### config.mk
export PLATFORM = sky130hd
export DESIGN_NAME = btp_regs
export DESIGN_NICKNAME = d
export VERILOG_FILES = /design/src/verilog/btp_regs.v
export VERILOG_INCLUDE_DIRS = /design/src /design/src/inc
export SDC_FILE = /design/constraint.sdc
export NUM_CORES = 1
export LEC_CHECK = 0
export BUFFER_PORTS_ARGS = -buffer_cell sky130_fd_sc_hd__buf_2
export CORE_MARGIN = 8
export CORE_UTILIZATION = 39
export CTS_CLUSTER_DIAMETER = 80
export CTS_CLUSTER_SIZE = 12
export DETAILED_ROUTE_END_ITERATION = 8
export GPL_TIMING_DRIVEN = 0
export PLACE_DENSITY = 0.59
export REMOVE_ABC_BUFFERS = 1
export SKIP_CTS_REPAIR_TIMING = 1
export SLEW_MARGIN = 20
export SYNTH_ARGS = -nofsm -noshare
export SYNTH_HDL_FRONTEND = slang
export SYNTH_SLANG_ARGS = --single-unit
### constraint.sdc
create_clock -name clk_in -period 4.1 [get_ports clk_in]
set_input_delay 0.205 -clock clk_in [delete_from_list [all_inputs] [get_ports clk_in]]
set_output_delay 0.205 -clock clk_in [all_outputs]
set_load 0.01 [all_outputs]
### src/inc/btp_consts.vh
`ifndef BTP_CONSTS_VH
`define BTP_CONSTS_VH
// register byte offsets
`define BTP_OFF_RETRY 12'h078
`define BTP_OFF_MTO 12'h080
`define BTP_OFF_HSWAP 12'h0B0
`define BTP_OFF_PMCAP 12'h0DC
`define BTP_OFF_PMCSR 12'h0E0
`define BTP_OFF_ERRSTAT 12'h100
`define BTP_OFF_IRQMASK 12'h104
`define BTP_OFF_TXCTL 12'h108
// reset values
`define BTP_RST_RETRY 32'h01000000
`define BTP_RST_MTO 16'h8000
// fixed read values
`define BTP_HS_NEXT_ON 8'hC0
`define BTP_HS_NEXT_OFF 8'h00
`define BTP_HS_CAPID 8'h06
`define BTP_PM_CAPID 8'h01
`define BTP_PM_NEXT 8'h0B
`define BTP_PM_REV 3'h1
// power states
`define BTP_PS_D0 2'h0
`define BTP_PS_D3 2'h3
// status bit positions
`define BTP_BIT_RETRY_TO 22
`define BTP_BIT_MASTER_TO 23
// length of internal chip reset pulse in clocks
`define BTP_CHIP_RST_CYC 4'h8
`endif

### src/verilog/btp_regs.v
// Local design decision: the APB slave port.
`timescale 1ns/100ps
`include "btp_consts.vh"
// Behaviour
// RULE1: 32-bit rw retry limit register, reset 0100_0000h.
// RULE2: primary master timeout field bits 15:0, rw, reset 8000h.
// RULE3: secondary master timeout field bits 31:16, rw, reset 8000h.
// RULE4: hot-swap next pointer reads C0h with strap high, else 00h.
// RULE5: rw expansion slot number in bits 20:16, reset zero.
// RULE6: bit 21 rw first-in-chassis flag; bits 23:22 read zero.
// RULE7: rw chassis number byte in bits 31:24, reset zero.
// RULE8: power capability identifier reads 01h.
// RULE9: power capability next pointer reads 0Bh.
// RULE10: power management revision bits 18:16 read 001.
// RULE11: capability bits 31:27, 26:25, 24:22, 21:19 read zero.
// RULE12: rw power state bits 1:0, reset D0; 00 D0, 11 D3.
// RULE13: write of 01 or 10 completes but leaves power state unchanged.
// RULE14: D3 to D0 write pulses internal chip reset, not secondary bus reset.
// RULE15: control/status bits 15:2 read zero.
// RULE16: retry exhaustion asserts system error and sets w1c bit 22.
// RULE17: master timeout before repeat asserts system error and sets w1c bit 23.
// RULE18: counters reload on each queued transaction; timeout flagged at zero.
module btp_regs
(
	input wire clk_in,
	input wire resetn_in,
	input wire psel_in,
	input wire penable_in,
	input wire pwrite_in,
	input wire [11:0] paddr_in,
	input wire [31:0] pwdata_in,
	input wire [3:0] pstrb_in,
	output reg [31:0] prdata_out,
	output reg pready_out,
	output reg pslverr_out,
	input wire hot_swap_strap_in,
	input wire dt_queued_in,
	input wire dt_primary_in,
	input wire dt_data_in,
	input wire dt_repeated_in,
	output reg upstream_system_error_out,
	output reg chip_reset_out,
	output reg secondary_bus_reset_out,
	output reg irq_out,
	output reg [1:0] power_state_out
);

	reg [31:0] retry_limit_ff;
	reg [15:0] pri_mto_ff;
	reg [15:0] sec_mto_ff;
	reg [4:0] slot_num_ff;
	reg first_chassis_ff;
	reg [7:0] chassis_num_ff;
	reg [1:0] pstate_ff;
	reg retry_to_ff;
	reg master_to_ff;
	reg [1:0] irq_mask_ff;
	reg [31:0] retry_cnt_ff;
	reg [15:0] mto_cnt_ff;
	reg busy_ff;
	reg [3:0] crst_cnt_ff;
	reg strap_s1_ff;
	reg strap_s2_ff;
	reg strap_s3_ff;
	reg strap_ff;
	reg [31:0] nxt_rdata;
	reg nxt_err;

	wire acc = psel_in & penable_in;
	wire wr = acc & pwrite_in;
	wire rd_known = (paddr_in == `BTP_OFF_RETRY) | (paddr_in == `BTP_OFF_MTO) |
		(paddr_in == `BTP_OFF_HSWAP) | (paddr_in == `BTP_OFF_PMCAP) |
		(paddr_in == `BTP_OFF_PMCSR) | (paddr_in == `BTP_OFF_ERRSTAT) |
		(paddr_in == `BTP_OFF_IRQMASK) | (paddr_in == `BTP_OFF_TXCTL);
	wire [1:0] ps_wdata = pwdata_in[1:0];
	wire ps_valid = (ps_wdata == `BTP_PS_D0) | (ps_wdata == `BTP_PS_D3);
	wire ps_wr = wr & pstrb_in[0] & (paddr_in == `BTP_OFF_PMCSR);
	wire retry_hit = busy_ff & ~dt_data_in & (retry_cnt_ff == 32'h00000000);
	wire mto_hit = busy_ff & ~dt_repeated_in & (mto_cnt_ff == 16'h0000);
	wire [1:0] evt = {mto_hit, retry_hit};

	//----------------------------------------
	// strap synchroniser
	//----------------------------------------
	// strap is an external pin, so it is filtered through four flops
	always @(posedge clk_in or negedge resetn_in)
	begin
		if (!resetn_in)
		begin
			strap_s1_ff <= 1'b0;
			strap_s2_ff <= 1'b0;
			strap_s3_ff <= 1'b0;
			strap_ff <= 1'b0;
		end
		else
		begin
			strap_s1_ff <= hot_swap_strap_in;
			strap_s2_ff <= strap_s1_ff;
			strap_s3_ff <= strap_s2_ff;
			if (strap_s2_ff == strap_s3_ff)
				strap_ff <= strap_s3_ff;
		end
	end

	//----------------------------------------
	// read mux
	//----------------------------------------
	always @*
	begin
		nxt_rdata = 32'h00000000;
		nxt_err = 1'b0;
		case (paddr_in)
			`BTP_OFF_RETRY: nxt_rdata = retry_limit_ff; // see RULE1
			`BTP_OFF_MTO: nxt_rdata = {sec_mto_ff, pri_mto_ff}; // see RULE2 see RULE3
			`BTP_OFF_HSWAP: nxt_rdata = {chassis_num_ff, 2'b00, first_chassis_ff, slot_num_ff,
				(strap_ff ? `BTP_HS_NEXT_ON : `BTP_HS_NEXT_OFF), `BTP_HS_CAPID}; // see RULE4 see RULE6
			// upper capability bits all zero
			`BTP_OFF_PMCAP: nxt_rdata = {13'h0000, `BTP_PM_REV, `BTP_PM_NEXT, `BTP_PM_CAPID}; // see RULE8 see RULE9 see RULE10 see RULE11
			`BTP_OFF_PMCSR: nxt_rdata = {30'h00000000, pstate_ff}; // see RULE15
			`BTP_OFF_ERRSTAT: nxt_rdata = {8'h00, master_to_ff, retry_to_ff, 22'h000000};
			`BTP_OFF_IRQMASK: nxt_rdata = {8'h00, irq_mask_ff, 22'h000000};
			`BTP_OFF_TXCTL: nxt_rdata = {31'h00000000, busy_ff};
			default: nxt_err = 1'b1;
		endcase
	end

	//----------------------------------------
	// bus response registers
	//----------------------------------------
	// prdata is registered so it appears the cycle after the setup cycle;
	// it is captured during setup so it is valid in the access phase
	always @(posedge clk_in or negedge resetn_in)
	begin
		if (!resetn_in)
		begin
			prdata_out <= 32'h00000000;
			pslverr_out <= 1'b0;
			pready_out <= 1'b0;
		end
		else
		begin
			// ready is raised by the setup cycle so every access ends in its
			// first access cycle; it stays a flop so the bus sees no decode glitch
			pready_out <= psel_in & ~penable_in;
			prdata_out <= (psel_in & ~pwrite_in) ? nxt_rdata : 32'h00000000;
			pslverr_out <= psel_in & ~penable_in & ~rd_known;
		end
	end

	//----------------------------------------
	// software writable configuration
	//----------------------------------------
	always @(posedge clk_in or negedge resetn_in)
	begin
		if (!resetn_in)
		begin
			retry_limit_ff <= `BTP_RST_RETRY;
			pri_mto_ff <= `BTP_RST_MTO;
			sec_mto_ff <= `BTP_RST_MTO;
			slot_num_ff <= 5'h00;
			first_chassis_ff <= 1'b0;
			chassis_num_ff <= 8'h00;
			irq_mask_ff <= 2'h0;
		end
		else if (wr)
		begin
			case (paddr_in)
				`BTP_OFF_RETRY:
				begin
					if (pstrb_in[0]) retry_limit_ff[7:0] <= pwdata_in[7:0]; // see RULE1
					if (pstrb_in[1]) retry_limit_ff[15:8] <= pwdata_in[15:8];
					if (pstrb_in[2]) retry_limit_ff[23:16] <= pwdata_in[23:16];
					if (pstrb_in[3]) retry_limit_ff[31:24] <= pwdata_in[31:24];
				end
				`BTP_OFF_MTO:
				begin
					if (pstrb_in[0]) pri_mto_ff[7:0] <= pwdata_in[7:0]; // see RULE2
					if (pstrb_in[1]) pri_mto_ff[15:8] <= pwdata_in[15:8];
					if (pstrb_in[2]) sec_mto_ff[7:0] <= pwdata_in[23:16]; // see RULE3
					if (pstrb_in[3]) sec_mto_ff[15:8] <= pwdata_in[31:24];
				end
				`BTP_OFF_HSWAP:
				begin
					if (pstrb_in[2]) slot_num_ff <= pwdata_in[20:16]; // see RULE5
					if (pstrb_in[2]) first_chassis_ff <= pwdata_in[21]; // see RULE6
					if (pstrb_in[3]) chassis_num_ff <= pwdata_in[31:24]; // see RULE7
				end
				`BTP_OFF_IRQMASK:
				begin
					if (pstrb_in[2]) irq_mask_ff <= pwdata_in[23:22];
				end
				default:
				begin
					irq_mask_ff <= irq_mask_ff;
				end
			endcase
		end
	end

	//----------------------------------------
	// power state and internal chip reset
	//----------------------------------------
	// the chip reset is a pulse of fixed length; it does not clear these
	// registers itself, the rest of the bridge consumes it
	always @(posedge clk_in or negedge resetn_in)
	begin
		if (!resetn_in)
		begin
			pstate_ff <= `BTP_PS_D0;
			crst_cnt_ff <= 4'h0;
			chip_reset_out <= 1'b0;
			secondary_bus_reset_out <= 1'b0;
			power_state_out <= `BTP_PS_D0;
		end
		else
		begin
			if (ps_wr & ps_valid)
				pstate_ff <= ps_wdata; // see RULE12 see RULE13
			if (ps_wr & (pstate_ff == `BTP_PS_D3) & (ps_wdata == `BTP_PS_D0))
				crst_cnt_ff <= `BTP_CHIP_RST_CYC; // see RULE14
			else if (crst_cnt_ff != 4'h0)
				crst_cnt_ff <= crst_cnt_ff - 4'h1;
			chip_reset_out <= (crst_cnt_ff != 4'h0);
			secondary_bus_reset_out <= 1'b0; // see RULE14
			power_state_out <= pstate_ff;
		end
	end

	//----------------------------------------
	// delayed transaction timers
	//----------------------------------------
	// one tracked transaction at a time; a new queue event restarts both
	always @(posedge clk_in or negedge resetn_in)
	begin
		if (!resetn_in)
		begin
			retry_cnt_ff <= 32'h00000000;
			mto_cnt_ff <= 16'h0000;
			busy_ff <= 1'b0;
		end
		else if (dt_queued_in)
		begin
			retry_cnt_ff <= retry_limit_ff; // see RULE18
			mto_cnt_ff <= dt_primary_in ? pri_mto_ff : sec_mto_ff;
			busy_ff <= 1'b1;
		end
		else if (busy_ff)
		begin
			if (dt_repeated_in | retry_hit | mto_hit)
				busy_ff <= 1'b0;
			if (!dt_data_in & (retry_cnt_ff != 32'h00000000))
				retry_cnt_ff <= retry_cnt_ff - 32'h00000001;
			if (mto_cnt_ff != 16'h0000)
				mto_cnt_ff <= mto_cnt_ff - 16'h0001;
		end
	end

	//----------------------------------------
	// error status, interrupt and system error
	//----------------------------------------
	// set wins over a write-one-to-clear in the same cycle
	always @(posedge clk_in or negedge resetn_in)
	begin
		if (!resetn_in)
		begin
			retry_to_ff <= 1'b0;
			master_to_ff <= 1'b0;
			irq_out <= 1'b0;
			upstream_system_error_out <= 1'b0;
		end
		else
		begin
			if (retry_hit)
				retry_to_ff <= 1'b1; // see RULE16
			else if (wr & pstrb_in[2] & (paddr_in == `BTP_OFF_ERRSTAT) & pwdata_in[`BTP_BIT_RETRY_TO])
				retry_to_ff <= 1'b0;
			if (mto_hit)
				master_to_ff <= 1'b1; // see RULE17
			else if (wr & pstrb_in[2] & (paddr_in == `BTP_OFF_ERRSTAT) & pwdata_in[`BTP_BIT_MASTER_TO])
				master_to_ff <= 1'b0;
			irq_out <= |({master_to_ff, retry_to_ff} & irq_mask_ff);
			upstream_system_error_out <= |evt; // see RULE16 see RULE17
		end
	end

endmodule

==> results_dict.tcl <==
set metrics [dict create \
    fillers 2091 \
    htreeDepth 4 \
    clock_skew_ps 8.79 \
    crit_path_start_kind "flip-flop" \
    worstMarginPinSlew_ps 1100 \
    final-max-slew-violation-count 0 \
    antenna_found_initial 0 \
    stdcell_count 1129 \
    dieHeight_microns 165 \
    path_cells "inv_1, ha_1, nor4b_1, and4_1, nand3_1, nand4_1, o311ai_0" \
    pin_count 98 \
    seqCellArea_sq_um 4510 \
    multi_input_area_sq_um 3830 \
    p_leak_nw 4.53 \
    synth_cell_types 74 \
    cp-end-kind "flip-flop" \
    synthMuxAreaShare 0.113 \
    num_rows 54 \
    die_x_microns 165 \
    synth-compound-area-share 0.131 \
    num_vias 6331 \
    cts_num_sinks 180 \
    grt_use_total 0.173 \
    pre_cts_slack_ps 1190 \
    synth_ff_type "dfrtp_1" \
    final_antenna_net_count 0 \
    hold_path.class "input port to flip-flop" \
    synth_top_family_by_area "simple AND/OR/NAND/NOR gates" \
    dr.pass1.iters 6 \
    start_util 0.397 \
    fmax_mhz 378 \
    drt_iter0_markers 440 \
    wirelength_mm 22.6 \
    fin_crit_sh 0.645 \
    layout_setup_ws_ps 1460 \
    clock_latency_ps 430 \
    synth_area_per_cell_sq_um 11.2 \
    vias_per_cell 5.61 \
    critPathMaxFanout 13 \
    grt-ovfl-total 0 \
    dp_hpwl_mm 15.4 \
    synth_seq_cells 180 \
    crit_path_max_incr_delay_ps 520 \
    r2r_slack_ps 1460 \
    irDropWorstVdd_mv 0.206 \
    synth-edff-count 0 \
    mostFrequentLayoutCells "177 x dfrtp_1, 95 x buf_2, 84 x mux2_2, 61 x nor2_1, 41 x nand2_1" \
    cp.arrival_ps 2900 \
    die_area_sq_um 27100 \
    cts_made_buffers 17 \
    cts_root_buf "clkbuf_16" \
    drcViolationCount 0 \
    clk_path_buf_depth 2 \
    syn_inst 767 \
    coreArea_sq_um 21800 \
    critPathTopFamily "simple AND/OR/NAND/NOR gates" \
    final_common_cell "dfrtp_1" \
    relSlewSlack 0.259 \
    setup_tns_ps 0 \
    cap_violations 0 \
    rsz0062_at_grt "false" \
    final-hold-violation-count 0 \
    ys_seq_area_frac 0.523 \
    synth_xor_area_frac 0.0223 \
    grt_pass1_vias 6551 \
    path_clk_slew_ps 70 \
    status "finished clean" \
    min_period_ps 2640 \
    area_delta_synth_final_pct 15.7 \
    gp_congestion 0.802 \
    critPathKind "flip-flop to flip-flop" \
    p_per_area_nw_per_um2 391 \
    synth_warnings 0 \
    grt_pass1_wl_mm 36.5 \
    placed_cells 1094 \
    synth.cell_area_sq_um 8630 \
    setup_viol 0 \
    drive_above_1_share 0.290 \
    nets 901 \
    antenna_cells 0 \
    slowest_stage "and4_1" \
    worstPathRequired_ps 4360 \
    path_buf_inv 1 \
    ys_async_sr_fraction 1.00 \
    cts_tree "done" \
    wl_per_cell_microns 20.0 \
    portBuffers 96 \
    synth-simple-area-share 0.164 \
    synth_fa_ha_area_frac 0.0113 \
    grt_max_degree 95 \
]
## logic make-up after synthesis
family / count (synthesis)
compound gates: 149
xor+xnor: 22
fa+ha+maj: 8
buf+inv: 72
flops: 180
mux: 87
other cells: 1
simple gates: 248
## final timing paths
| path | from | end | cells after the start |
|---|---|---|---|
| max | retry_cnt_ff[0] | retry_cnt_ff[22] | 7 |
| min | pwdata_in[4] | retry_limit_ff[4] | 2 |
| max reg2reg | retry_cnt_ff[0] | retry_cnt_ff[22] | 7 |
| min reg2reg | strap_s1_ff | strap_s2_ff | 0 |
| max in group asynchronous | resetn_in | pri_mto_ff[15] | 3 |
| min in group asynchronous | resetn_in | prdata_out[18] | 2 |
## synth_stat cells (3+ instances only)
cell type	n	area share
dfrtp_1	177	0.51
mux2_2	84	0.11
nor2_1	61	0.027
nand2_1	41	0.018
clkbuf_1	32	0.014
a21oi_1	21	0.012
nor2b_1	19	0.014
o21ai_0	19	0.011
inv_1	18	0.0078
a211oi_1	17	0.015
buf_2	17	0.0099
xnor2_1	17	0.017
a222oi_1	15	0.017
and3_1	15	0.011
a31oi_1	13	0.0094
nand3_1	13	0.0075
or4_1	13	0.011
nand4_1	12	0.0087
nor3_1	11	0.0064
nand2b_1	9	0.0065
nor4_1	9	0.0065
or3_1	9	0.0065
a221oi_1	8	0.0081
a22oi_1	8	0.0070
o31ai_1	8	0.0070
ha_1	7	0.010
xor2_1	5	0.0051
a2111oi_2	4	0.0070
a211o_1	4	0.0041
and4_1	4	0.0041
nand3b_1	4	0.0035
o311ai_0	4	0.0041
o41ai_1	4	0.0041
or2_2	4	0.0029
a41oi_1	3	0.0030
buf_4	3	0.0026
dfstp_2	3	0.0091
mux2i_1	3	0.0035
nor4_2	3	0.0044
nor4b_1	3	0.0030
## worst register-to-register path, cell delays in order (launching register included)
cell and delay, ps:
dfrtp_1 410, inv_1 90, ha_1 160, nor4b_1 390, and4_1 530, nand3_1 480, nand4_1 260, o311ai_0 170
## area by class of cell
cell class	count	share of cell area
sequential	180	0.452
multi-input combinational	515	0.383
timing repair buffer	103	0.0632
clock buffer	22	0.0495
tap	280	0.0351
clock inverter	10	0.00966
inverter	19	0.00727
## flip-flops by register name, summed over array words and instances, names as in the netlist, 2 cells and up
| name | count |
|---|---|
| pstate_ff | 2 |
| mto_cnt_ff | 16 |
| irq_mask_ff | 2 |
| retry_cnt_ff | 32 |
| chassis_num_ff | 8 |
| slot_num_ff | 5 |
| sec_mto_ff | 16 |
| crst_cnt_ff | 4 |
| power_state_out | 2 |
| retry_limit_ff | 32 |
| pri_mto_ff | 16 |
| prdata_out | 32 |
## metal layers
| layer | track usage | wire (microns) |
|---|---|---|
| met1 | 0.224 | 10000 |
| met2 | 0.293 | 11500 |
| met3 | 0.0307 | 846 |
| met4 | 0.0450 | 242 |
| met5 | 0 | 0 |
## report_power, final
group	total [W]	switching, W	internal (W)
Combinational	0.000401	0.000246	0.000155
Clock	0.00163	0.000712	0.000920
Sequential	0.00187	0.0000449	0.00183
## through the flow
step | power [W] | utilization | hold WS (ps) | area [sq um]
after floorplan | 0.00213 | - | -90.6 | 8390
after global placement | 0.00229 | 0.424 | 313 | 9230
after detailed placement | 0.00231 | 0.430 | 292 | 9360
after CTS | 0.00394 | 0.457 | -175 | 9950
after global routing | 0.00407 | 0.459 | 8.97 | 9980
final | 0.00390 | 0.459 | 25.1 | 9980
No activity file was read; power rests on OpenSTA's default activity.
